<file path="src/dmx_pkg.sv">
// package for the data-move instruction executor: opcodes, register map,
// field positions, reset values, phase and operation types, carrier structs.
// assumes a 32-bit apb register bus and a 12-bit byte-addressed data space.
`default_nettype none

package dmx_pkg;

  localparam int unsigned DATA_W = 8;
  localparam int unsigned DADDR_W = 12;
  localparam int unsigned INSTR_W = 16;
  localparam int unsigned PADDR_W = 8;

  // opcode patterns
  localparam logic [5:0] OPC_FILE_COPY = 6'h14;
  localparam logic [3:0] OPC_MMC_SRC = 4'hC;
  localparam logic [3:0] OPC_MMC_DST = 4'hF;
  localparam logic [7:0] OPC_BANK_LOAD = 8'h01;
  localparam logic [7:0] OPC_LIT_ACC = 8'h0E;

  // field positions inside the file-copy word and the data byte
  localparam int unsigned FILE_DEST_BIT = 9;
  localparam int unsigned FILE_BANKED_BIT = 8;
  localparam int unsigned NEG_BIT_OF_DATA = 7;

  // access bank: low half of bank 0 and high half of the top bank
  localparam logic [7:0] ACCESS_SPLIT = 8'h80;
  localparam logic [3:0] ACCESS_LOW_BANK = 4'h0;
  localparam logic [3:0] ACCESS_HIGH_BANK = 4'hF;

  // data-space locations of core registers (plain defaults)
  localparam logic [11:0] DEF_ACC_LOC = 12'hFF0;
  localparam logic [11:0] DEF_PC_LOW_LOC = 12'hFF1;
  localparam logic [11:0] DEF_STACK_TOP_LOW_LOC = 12'hFF2;
  localparam logic [11:0] DEF_STACK_TOP_HIGH_LOC = 12'hFF3;
  localparam logic [11:0] DEF_STACK_TOP_UPPER_LOC = 12'hFF4;

  // register map, byte addresses
  localparam logic [7:0] REG_CTRL = 8'h00;
  localparam logic [7:0] REG_STATUS = 8'h04;
  localparam logic [7:0] REG_ACC = 8'h08;
  localparam logic [7:0] REG_BANK = 8'h0C;
  localparam logic [7:0] REG_RETIRED = 8'h10;

  localparam int unsigned CTRL_RUN_BIT = 0;
  localparam int unsigned ST_NEG_BIT = 0;
  localparam int unsigned ST_ZERO_BIT = 1;
  localparam int unsigned ST_BAD_DEST_BIT = 2;
  localparam int unsigned ST_PEND_BIT = 3;

  // reset values
  localparam logic RUN_RST = 1'b0;
  localparam logic [7:0] ACC_RST = 8'h00;
  localparam logic [7:0] BANK_RST = 8'h00;
  localparam logic [31:0] RETIRED_RST = 32'h0000_0000;

  typedef enum {PH_Q1, PH_Q2, PH_Q3, PH_Q4} dmx_phase_t;
  typedef enum {OP_NOP, OP_FILE, OP_MMC_SRC, OP_MMC_DST, OP_BANK, OP_LIT} dmx_op_t;

  typedef struct packed {
    logic valid;
    logic [15:0] word;
  } dmx_prog_t;

  typedef struct packed {
    logic rd;
    logic wr;
    logic [11:0] addr;
    logic [7:0] wdata;
  } dmx_dmem_req_t;

endpackage

`default_nettype wire
</file>
<file path="src/dmx_exec.sv">
// data-move instruction executor: file copy, memory-to-memory copy,
// bank load and literal load, four clock phases per instruction cycle.
// assumes program words offered with a valid flag, a data memory that
// returns read data one cycle after the read strobe, and an apb master.
//
// Implementation choices: the APB slave port and the placing of the registers.
`timescale 1ns/1ps
`default_nettype none

// Operation
// - file copy moves value, updates N and Z
// - dest bit 0 to accumulator, 1 back to file
// - bank-access bit 0 selects the access bank
// - bank-access bit 1 combines bank select and field
// - register field reaches all 256 bank bytes
// - copy uses full 12-bit source and destination
// - copy takes two words and two cycles
// - accumulator may be copy source or destination
// - bank load writes full literal to bank select
// - bank load decoded from upper byte 0000_0001
// - literal load decoded from 0000_1110, flags kept
// - literal load puts literal into accumulator
// - literal load: one word, one cycle, Q4 write
module dmx_exec #(
  parameter logic [11:0] ACC_LOC = dmx_pkg::DEF_ACC_LOC,
  parameter logic [11:0] PC_LOW_LOC = dmx_pkg::DEF_PC_LOW_LOC,
  parameter logic [11:0] STACK_TOP_LOW_LOC = dmx_pkg::DEF_STACK_TOP_LOW_LOC,
  parameter logic [11:0] STACK_TOP_HIGH_LOC = dmx_pkg::DEF_STACK_TOP_HIGH_LOC,
  parameter logic [11:0] STACK_TOP_UPPER_LOC = dmx_pkg::DEF_STACK_TOP_UPPER_LOC
) (
  input wire logic pclk,
  input wire logic presetn,
  input wire logic [dmx_pkg::PADDR_W-1:0] paddr,
  input wire logic psel,
  input wire logic penable,
  input wire logic pwrite,
  input wire logic [31:0] pwdata,
  output var logic [31:0] prdata,
  output var logic pready,
  output var logic pslverr,
  input wire dmx_pkg::dmx_prog_t prog,
  output var logic instr_ready,
  output var dmx_pkg::dmx_dmem_req_t dmem_req,
  input wire logic [dmx_pkg::DATA_W-1:0] dmem_rdata
);
  import dmx_pkg::*;

  dmx_phase_t phase_reg;
  dmx_phase_t phase_next;
  dmx_op_t op_reg;
  dmx_op_t op_dec;
  dmx_dmem_req_t req_next;
  logic [15:0] ir_reg;
  logic [7:0] acc_reg;
  logic [7:0] acc_next;
  logic [7:0] bank_select_reg;
  logic [7:0] data_reg;
  logic neg_reg;
  logic zero_reg;
  logic bad_dest_reg;
  logic bad_dest_next;
  logic pend_reg;
  logic src_acc_reg;
  logic run_reg;
  logic [31:0] retired_reg;

  // address of a file-copy operand; shared by the read and the write-back
  function automatic logic [11:0] file_addr(input logic [15:0] w, input logic [7:0] bank);
    logic [7:0] f;
    f = w[7:0];
    if (w[FILE_BANKED_BIT])
      file_addr = {bank[3:0], f};
    else if (f < ACCESS_SPLIT)
      file_addr = {ACCESS_LOW_BANK, f};
    else
      file_addr = {ACCESS_HIGH_BANK, f};
  endfunction

  function automatic logic is_guarded(input logic [11:0] a);
    is_guarded = (a == PC_LOW_LOC) || (a == STACK_TOP_LOW_LOC) ||
      (a == STACK_TOP_HIGH_LOC) || (a == STACK_TOP_UPPER_LOC);
  endfunction

  // instruction decode; a pending copy claims the next word whatever it holds
  wire logic take = (phase_reg == PH_Q1) && instr_ready && prog.valid;
  wire logic dec_file = prog.word[15:10] == OPC_FILE_COPY;
  wire logic dec_mmc = prog.word[15:12] == OPC_MMC_SRC;
  wire logic dec_bank = prog.word[15:8] == OPC_BANK_LOAD;
  wire logic dec_lit = prog.word[15:8] == OPC_LIT_ACC;
  assign op_dec = pend_reg ? OP_MMC_DST :
    dec_file ? OP_FILE :
    dec_mmc ? OP_MMC_SRC :
    dec_bank ? OP_BANK :
    dec_lit ? OP_LIT : OP_NOP;

  // source side, resolved at the take edge so the read strobe lands in Q2
  wire logic [11:0] word_addr = prog.word[11:0];
  wire logic [11:0] src_addr = (op_dec == OP_FILE) ? file_addr(prog.word, bank_select_reg) :
    word_addr;
  wire logic src_is_acc = src_addr == ACC_LOC;
  wire logic src_needed = (op_dec == OP_FILE) || (op_dec == OP_MMC_SRC);
  wire logic [7:0] cap_val = src_acc_reg ? acc_reg : dmem_rdata;
  wire logic [7:0] lit_val = prog.word[7:0];

  // destination side, resolved at the Q3 edge so the write strobe lands in Q4
  wire logic [11:0] dst_addr = (op_reg == OP_FILE) ? file_addr(ir_reg, bank_select_reg) :
    ir_reg[11:0];
  wire logic dst_is_acc = dst_addr == ACC_LOC;
  wire logic dst_bad = (op_reg == OP_MMC_DST) && is_guarded(dst_addr);
  wire logic file_to_acc = !ir_reg[FILE_DEST_BIT] || dst_is_acc;
  wire logic wr_want = ((op_reg == OP_FILE) && ir_reg[FILE_DEST_BIT]) ||
    (op_reg == OP_MMC_DST);
  wire logic wr_go = wr_want && !dst_is_acc && !dst_bad;
  wire logic [7:0] wr_data = (op_reg == OP_FILE) ? cap_val : data_reg;
  wire logic commit = phase_reg == PH_Q4;

  // apb decode; one wait state so that read data comes from a flip-flop
  wire logic apb_wait = psel && penable && !pready;
  wire logic apb_done = psel && penable && pready;
  wire logic hit_ctrl = paddr == REG_CTRL;
  wire logic hit_status = paddr == REG_STATUS;
  wire logic hit_any = hit_ctrl || hit_status || (paddr == REG_ACC) ||
    (paddr == REG_BANK) || (paddr == REG_RETIRED);
  wire logic [31:0] status_word = {28'h000_0000, pend_reg, bad_dest_reg, zero_reg, neg_reg};
  wire logic [31:0] rd_mux = hit_ctrl ? {31'h0000_0000, run_reg} :
    hit_status ? status_word :
    (paddr == REG_ACC) ? {24'h00_0000, acc_reg} :
    (paddr == REG_BANK) ? {24'h00_0000, bank_select_reg} :
    (paddr == REG_RETIRED) ? retired_reg : 32'h0000_0000;
  wire logic status_clr = apb_done && pwrite && hit_status && pwdata[ST_BAD_DEST_BIT];

  // a forbidden copy target is skipped and flagged; a new flag beats a clear
  assign bad_dest_next = (phase_reg == PH_Q3 && dst_bad) || (bad_dest_reg && !status_clr);

  always_comb
  begin
    case (phase_reg)
      PH_Q1: phase_next = take ? PH_Q2 : PH_Q1;
      PH_Q2: phase_next = PH_Q3;
      PH_Q3: phase_next = PH_Q4;
      PH_Q4: phase_next = PH_Q1;
      default: phase_next = PH_Q1;
    endcase
  end

  always_comb
  begin
    req_next = dmem_req;
    req_next.rd = 1'b0;
    req_next.wr = 1'b0;
    if (take && src_needed && !src_is_acc)
    begin
      req_next.rd = 1'b1;
      req_next.addr = src_addr;
    end
    if (phase_reg == PH_Q3 && wr_go)
    begin
      req_next.wr = 1'b1;
      req_next.addr = dst_addr;
      req_next.wdata = wr_data;
    end
  end

  always_comb
  begin
    acc_next = acc_reg;
    if (commit)
    begin
      case (op_reg)
        OP_FILE: acc_next = file_to_acc ? data_reg : acc_reg;
        OP_MMC_DST: acc_next = dst_is_acc ? data_reg : acc_reg;
        OP_LIT: acc_next = ir_reg[7:0];
        default: acc_next = acc_reg;
      endcase
    end
  end

  always_ff @(posedge pclk or negedge presetn)
  begin
    if (!presetn)
    begin
      phase_reg <= PH_Q1;
      op_reg <= OP_NOP;
      instr_ready <= 1'b0;
      dmem_req <= '0;
    end
    else
    begin
      phase_reg <= phase_next;
      op_reg <= take ? op_dec : op_reg;
      instr_ready <= (phase_next == PH_Q1) && run_reg;
      dmem_req <= req_next;
    end
  end

  always_ff @(posedge pclk or negedge presetn)
  begin
    if (!presetn)
    begin
      ir_reg <= 16'h0000;
      src_acc_reg <= 1'b0;
      pend_reg <= 1'b0;
      data_reg <= 8'h00;
    end
    else
    begin
      ir_reg <= take ? prog.word : ir_reg;
      src_acc_reg <= take ? src_is_acc : src_acc_reg;
      pend_reg <= take ? (op_dec == OP_MMC_SRC) : pend_reg;
      if (phase_reg == PH_Q3 && (op_reg == OP_FILE || op_reg == OP_MMC_SRC))
        data_reg <= cap_val;
    end
  end

  always_ff @(posedge pclk or negedge presetn)
  begin
    if (!presetn)
    begin
      acc_reg <= ACC_RST;
      bank_select_reg <= BANK_RST;
      neg_reg <= 1'b0;
      zero_reg <= 1'b0;
      retired_reg <= RETIRED_RST;
    end
    else
    begin
      acc_reg <= acc_next;
      if (commit && op_reg == OP_BANK)
        bank_select_reg <= ir_reg[7:0];
      if (commit && op_reg == OP_FILE)
      begin
        neg_reg <= data_reg[NEG_BIT_OF_DATA];
        zero_reg <= data_reg == 8'h00;
      end
      if (commit && op_reg != OP_MMC_SRC)
        retired_reg <= retired_reg + 32'h0000_0001;
    end
  end

  // software halts fetch through the run bit; the cycle in flight still ends
  always_ff @(posedge pclk or negedge presetn)
  begin
    if (!presetn)
    begin
      run_reg <= RUN_RST;
      bad_dest_reg <= 1'b0;
      pready <= 1'b0;
      prdata <= 32'h0000_0000;
      pslverr <= 1'b0;
    end
    else
    begin
      if (apb_done && pwrite && hit_ctrl)
        run_reg <= pwdata[CTRL_RUN_BIT];
      bad_dest_reg <= bad_dest_next;
      pready <= apb_wait;
      prdata <= apb_wait && !pwrite ? rd_mux : 32'h0000_0000;
      pslverr <= apb_wait && !hit_any;
    end
  end
endmodule

`default_nettype wire

</file>
<file path="config.mk">
export PLATFORM = sky130hd
export DESIGN_NAME = dmx_exec
export DESIGN_NICKNAME = d
export VERILOG_FILES = /design/src/dmx_pkg.sv /design/src/dmx_exec.sv
export SDC_FILE = /design/constraint.sdc
export NUM_CORES = 1
export LEC_CHECK = 0
export ABC_AREA = 1
export BUFFER_PORTS_ARGS = -buffer_cell sky130_fd_sc_hd__buf_2
export CAP_MARGIN = 10
export CORE_MARGIN = 2
export CORE_UTILIZATION = 45
export DETAILED_ROUTE_END_ITERATION = 7
export HOLD_SLACK_MARGIN = 0.15
export PLACE_DENSITY = 0.73
export SLEW_MARGIN = 20
export SYNTH_ARGS = -nofsm -noshare
export SYNTH_HDL_FRONTEND = slang
export SYNTH_SLANG_ARGS = --single-unit
export TNS_END_PERCENT = 100
</file>
<file path="constraint.sdc">
create_clock -name pclk -period 2.3 [get_ports pclk]
set_input_delay 0.345 -clock pclk [delete_from_list [all_inputs] [get_ports pclk]]
set_output_delay 0.345 -clock pclk [all_outputs]
set_load 0.01 [all_outputs]
</file>
---- Word-level counts from Yosys, hierarchy flattened ----
Index checks and enable logic that the tools add are counted.
word-level totals
  bits in read-only memories .............. 0
  memory bits (writable) .................. 0
  bits in registers ....................... 195
  word-level logic and storage cells ...... 134
  output and inout port bits .............. 57
  memories kept ........................... 0
  bits in latches ......................... 0
operators by class
  $lt $le $gt $ge ......................... 2
  multiplexer cells ....................... 27
  divide/modulo/power cells ............... 0
  shifts and indexed selects .............. 0
  multiply operators ...................... 0
  equal/unequal tests ..................... 30
  reduce and logical (&&, ||, !) cells .... 53
  $add $sub $neg .......................... 1
  bitwise gates (word level) .............. 0
operators by type and width
  kind                                                                      count
  32-bit 2-to-1 mux                                                         6
  32-bit by 3-bit == test with 1-bit output, second input constant          5
  32-bit by 2-bit == test with 1-bit output, second input constant          3
  32-bit logical NOT                                                        3
  12-bit 2-to-1 mux                                                         7
  12-bit == test, second input constant                                     6
  32-bit by 1-bit == test with 1-bit output, second input constant          2
  32-bit by 1-bit adder with 32-bit output, second input constant           1
  32-bit by 4-bit == test with 1-bit output, second input constant          1
  8-bit 2-to-1 mux                                                          4
  32-bit by 3-bit inequality test with 1-bit output, second input constant  1
  1-bit logical AND                                                         25
  8-bit by 4-bit == test with 1-bit output, second input constant           3
  8-bit one-hot mux with 3 select lines                                     1
  21-bit 2-to-1 mux                                                         1
  8-bit logical NOT                                                         2
  8-bit less-than comparator, second input constant                         2
  3-bit 2-to-1 mux                                                          5
  1-bit logical OR                                                          12
  8-bit by 1-bit == test with 1-bit output, second input constant           1
  8-bit by 3-bit == test with 1-bit output, second input constant           1
  8-bit by 5-bit == test with 1-bit output, second input constant           1
  1-bit logical NOT                                                         8
  6-bit by 5-bit == test with 1-bit output, second input constant           1
  other kinds (9)                                                           11

---- Depth between registers and ports, before layout ----
  depth in word-level cells ............... 13
  depth in mapped cells ................... 13
  depth with buffers taken out ............ 13

---- Worst setup path after synthesis ----
No wires, ideal clock.
  path type ............................... reg2reg
  start point ............................. register phase_reg[1]
  end point ............................... register retired_reg[29]
  library setup time ...................... 117 ps
  stages on the path, launching flop included .. 13
  slack ................................... 566 ps
  data arrival time ....................... 1618 ps
  required time ........................... 2183 ps
  path buffers ............................ 0
  period minus slack after synthesis ...... 1734 ps
  cells stage by stage .................... dfrtp_1 > ha_1 > nand2_2 > inv_2 > nand2_2 > nor2_4 > nand3_2 > inv_2 > nand3_1 > nor2_2 > nand2_1 > nand2_1 > nand2_1
on the way
  longest elaborated chain between the ends .. 2
RTL lines
  element                                    RTL line         RTL
  start, declared                            dmx_exec.sv:48   dmx_phase_t phase_reg;
  start signal, assigned                     dmx_exec.sv:189  phase_reg <= phase_next;
  32-bit by 3-bit == test with 1-bit output  dmx_exec.sv:115  wire logic commit = phase_reg == PH_Q4;
  1-bit logical AND                          dmx_exec.sv:235  if (commit && op_reg != OP_MMC_SRC)
  end signal, assigned                       dmx_exec.sv:236  retired_reg <= retired_reg + 32'h0000_0001;
  end, declared                              dmx_exec.sv:65   logic [31:0] retired_reg;
Every way passes these cells.
A chain may end at the register's enable or synchronous reset.

---- Worst setup path in the final report ----
  start point ............................. register phase_reg[1]
  end point ............................... register retired_reg[25]
Same word-level chain as after synthesis.

==> reports/results.txt <==
Outcome -> complete, no violations
Ranking of synthesized cells by area -> dfrtp_1 (52%), nand2_1 (10%), o21ai_0 (6.1%), inv_1 (5.4%), nand3_1 (3.9%)
Reg-to-Reg End -> retired_reg[25]
Gr usage total -> 22.0%
Minimum clock period -> 2.00 ns
Prevailing post-synth register cell -> dfrtp_1
Top-area cell type share of the netlist area -> 52.4%
Post-Synth Adder-Cell Area -> 0.770%
WL final -> 15,300 um
Clock latency on the worst-skew pair -> 0.42 ns
Starting density of the core -> 46.5%
Xor/xnor cell area share of the yosys netlist -> 4.04%
Vias/cell -> 5.11
Fin Hold WS -> 0.171 ns
Hold wc startpoint -> penable
WL/cell -> 14.4 um
Worst Path Arrival -> 2.35 ns
Die extent in x -> 124 um
Startpoint types -> flop
Die area -> 15,400 um^2
Worst vdd ir -> 694 uV
DRC -> 0
Slew Viols, Final -> 0
Post-synthesis mux area share -> 1.39%
Hold crit path type -> input pin to flop
Resized Gates After CTS -> 0
Post-Syn Area per Cell -> 8.60 um^2
Warnings, synthesis -> 0
Final Cycle Share -> 87.1%
Netlist cell types -> 34
Post-route ant nets -> 0
Fmax -> 499 MHz
Number of global-route vias before repair -> 5,371
Hold Path Depth -> 3
Num CTS Buffers -> 17
Main combinational cell family by area after synthesis -> simple AND/OR/NAND/NOR gates
Sequential fraction of the synthesis area -> 52.4%
Area Overhead vs Synth -> 20.7%
H-tree levels -> 4
Final Setup Violations -> 0
EDFF count, synth -> 0
Worst Setup Path Type -> flop to flop
Synthesized Nets -> 830
Slew HR -> 64.1%
Hold worst-path end -> pready
Post-Syn Area -> 6500 um^2
Origin of the worst setup path -> phase_reg[1]
Clock transition at path regs -> 0.06 ns
PortBufs -> 96
Die Ht -> 124 um
Initial DRC Count -> 397
Layout cells sized above 1 -> 20.9%
Cell taking the most area after synthesis -> dfrtp_1
DR vias -> 5,424
Worst R2R Setup Slack -> 0.30 ns
Register bit count reported by yosys -> 136
Largest net degree at the start of global routing -> 62
Clock Path Buffers -> 2
CTS Root Cell -> clkbuf_16
Origin of the critical flop-to-flop path -> phase_reg[1]
R2R cell count -> 10
Pleak -> 3.97 nW
# IOs -> 127
CP Capture Type -> flop
Post-synthesis compound-gate area fraction -> 9.51%
Initial DRT Pass Iterations -> 5
Final hold violations -> 0
Worst Clk Skew -> 0.00668 ns
Cells after synthesis -> 756
Total Neg Setup Slack -> 0 ns
Power density over cell area -> 1040 nW/um^2
Worst slew pin tran -> 0.537 ns
Simple-gate share of the synthesized area -> 24.7%
CTS tree -> done
ANT cells -> 0
Worst Path Required -> 2.65 ns
Row cnt -> 43
Async S/R FF share, synth -> 100%
Number of max-cap violations -> 0
Sink Count -> 136
RSZ-0062 raised after global routing -> false
Gr ovfl total -> 0
First-pass GRT wire length -> 25,900 um
Nets -> 943
Critical Path Fanout Max -> 6
Final GP Congestion -> 0.864
Initial antenna violation count -> 0
Hpwl dp -> 11,200 um
Core Area -> 14,000 um^2
-- worst max path at each step --
stage               cells past startpoint  slack, ns         endpoint
floorplan                              12       0.57  retired_reg[29]
global placement                       13       0.30     dmem_req[14]
detailed placement                     13       0.29     dmem_req[14]
CTS                                    12       0.28  retired_reg[29]
global route                           12       0.05     dmem_req[11]
finish                                 10       0.30  retired_reg[25]
-- synth_stat cells (6+ instances only) --
master      n
clkbuf_1   10
o211ai_1   10
nand4_1    17
nor2_1     35
nand3_1    50
nor3_1     35
nand2_1   179
nor2_2      6
inv_1      93
o21ai_2     7
nor3b_1     8
a21oi_1     8
nand3_2     6
mux2_2      8
o21ai_0    79
xor2_1     28
dfrtp_1   136
-- through the flow --
stage	total power [mW]	cells	instance area [um^2]	util (%)	worst slack (ns)
2_1_floorplan	4.78	756	6500	-	0.566
3_3_place_gp	5.46	1029	7250	51.8	0.297
3_5_place_dp	5.52	1029	7250	51.8	0.293
4_1_cts	8.24	1062	7840	56.1	0.281
5_1_grt	8.74	1062	7840	56.1	0.0513
6_report	8.17	1062	7840	56.1	0.298
-- timing repair --
item | CTS | global route
hold buffers | 1 | 0
setup buffers | 0 | 0
hold endpoints to repair | 42 | 0
-- layer usage --
metal	wire (um)	GRT usage, %	vias up
met4	422	8.57	0
met1	6720	28.3	2517
met3	971	5.72	37
met5	0	0	-
li1	-	-	2690
met2	7180	35.6	180
-- logic make-up (layout without fill, tap and decap cells) --
family | Yosys count | after routing
and+or+nand+nor | 350 | 350
DFF | 136 | 136
buffers and inverters | 117 | 243
AOI/OAI and AO/OA | 111 | 111
xor gates and xnor gates | 30 | 30
muxes | 8 | 8
adders and majority gates | 4 | 4
-- final cells by class --
cell class | instances | area [um^2]
repair buffers | 113 | 629
well taps | 180 | 225
clock buffers | 21 | 460
flip-flops and latches | 136 | 3400
clock inverters | 11 | 123
inverters | 98 | 368
multi-input cells | 503 | 2630
fillers | 1303 | 6150
-- cell usage in the layout (no fill, tap or decap), drive strengths merged, types with 10 or more instances in the layout --
| cell type | instances |
|---|---|
| inv | 99 |
| nor2 | 43 |
| nand4 | 17 |
| nor3 | 35 |
| nand2 | 184 |
| xor2 | 28 |
| buf | 112 |
| clkbuf | 21 |
| o211ai | 10 |
| dfrtp | 136 |
| nand3 | 57 |
| o21ai | 87 |
-- where the power goes --
group | internal, mW | total [mW] | switching [mW]
sequential | 2.95 | 3.39 | 0.445
combinational | 0.799 | 2.12 | 1.32
clock | 1.65 | 2.66 | 1.01
-- critical path, cell delays in order (launching register included) --
cell and delay [ns]:
dfrtp_1 0.40, ha_1 0.30, nand2_2 0.15, inv_2 0.11
nand2_2 0.08, nor2_4 0.13, nand3_2 0.13, nor2_2 0.16
nand2_1 0.14, nor2_1 0.18, xor2_1 0.15
Note: power is estimated with default switching activity, not from simulation.
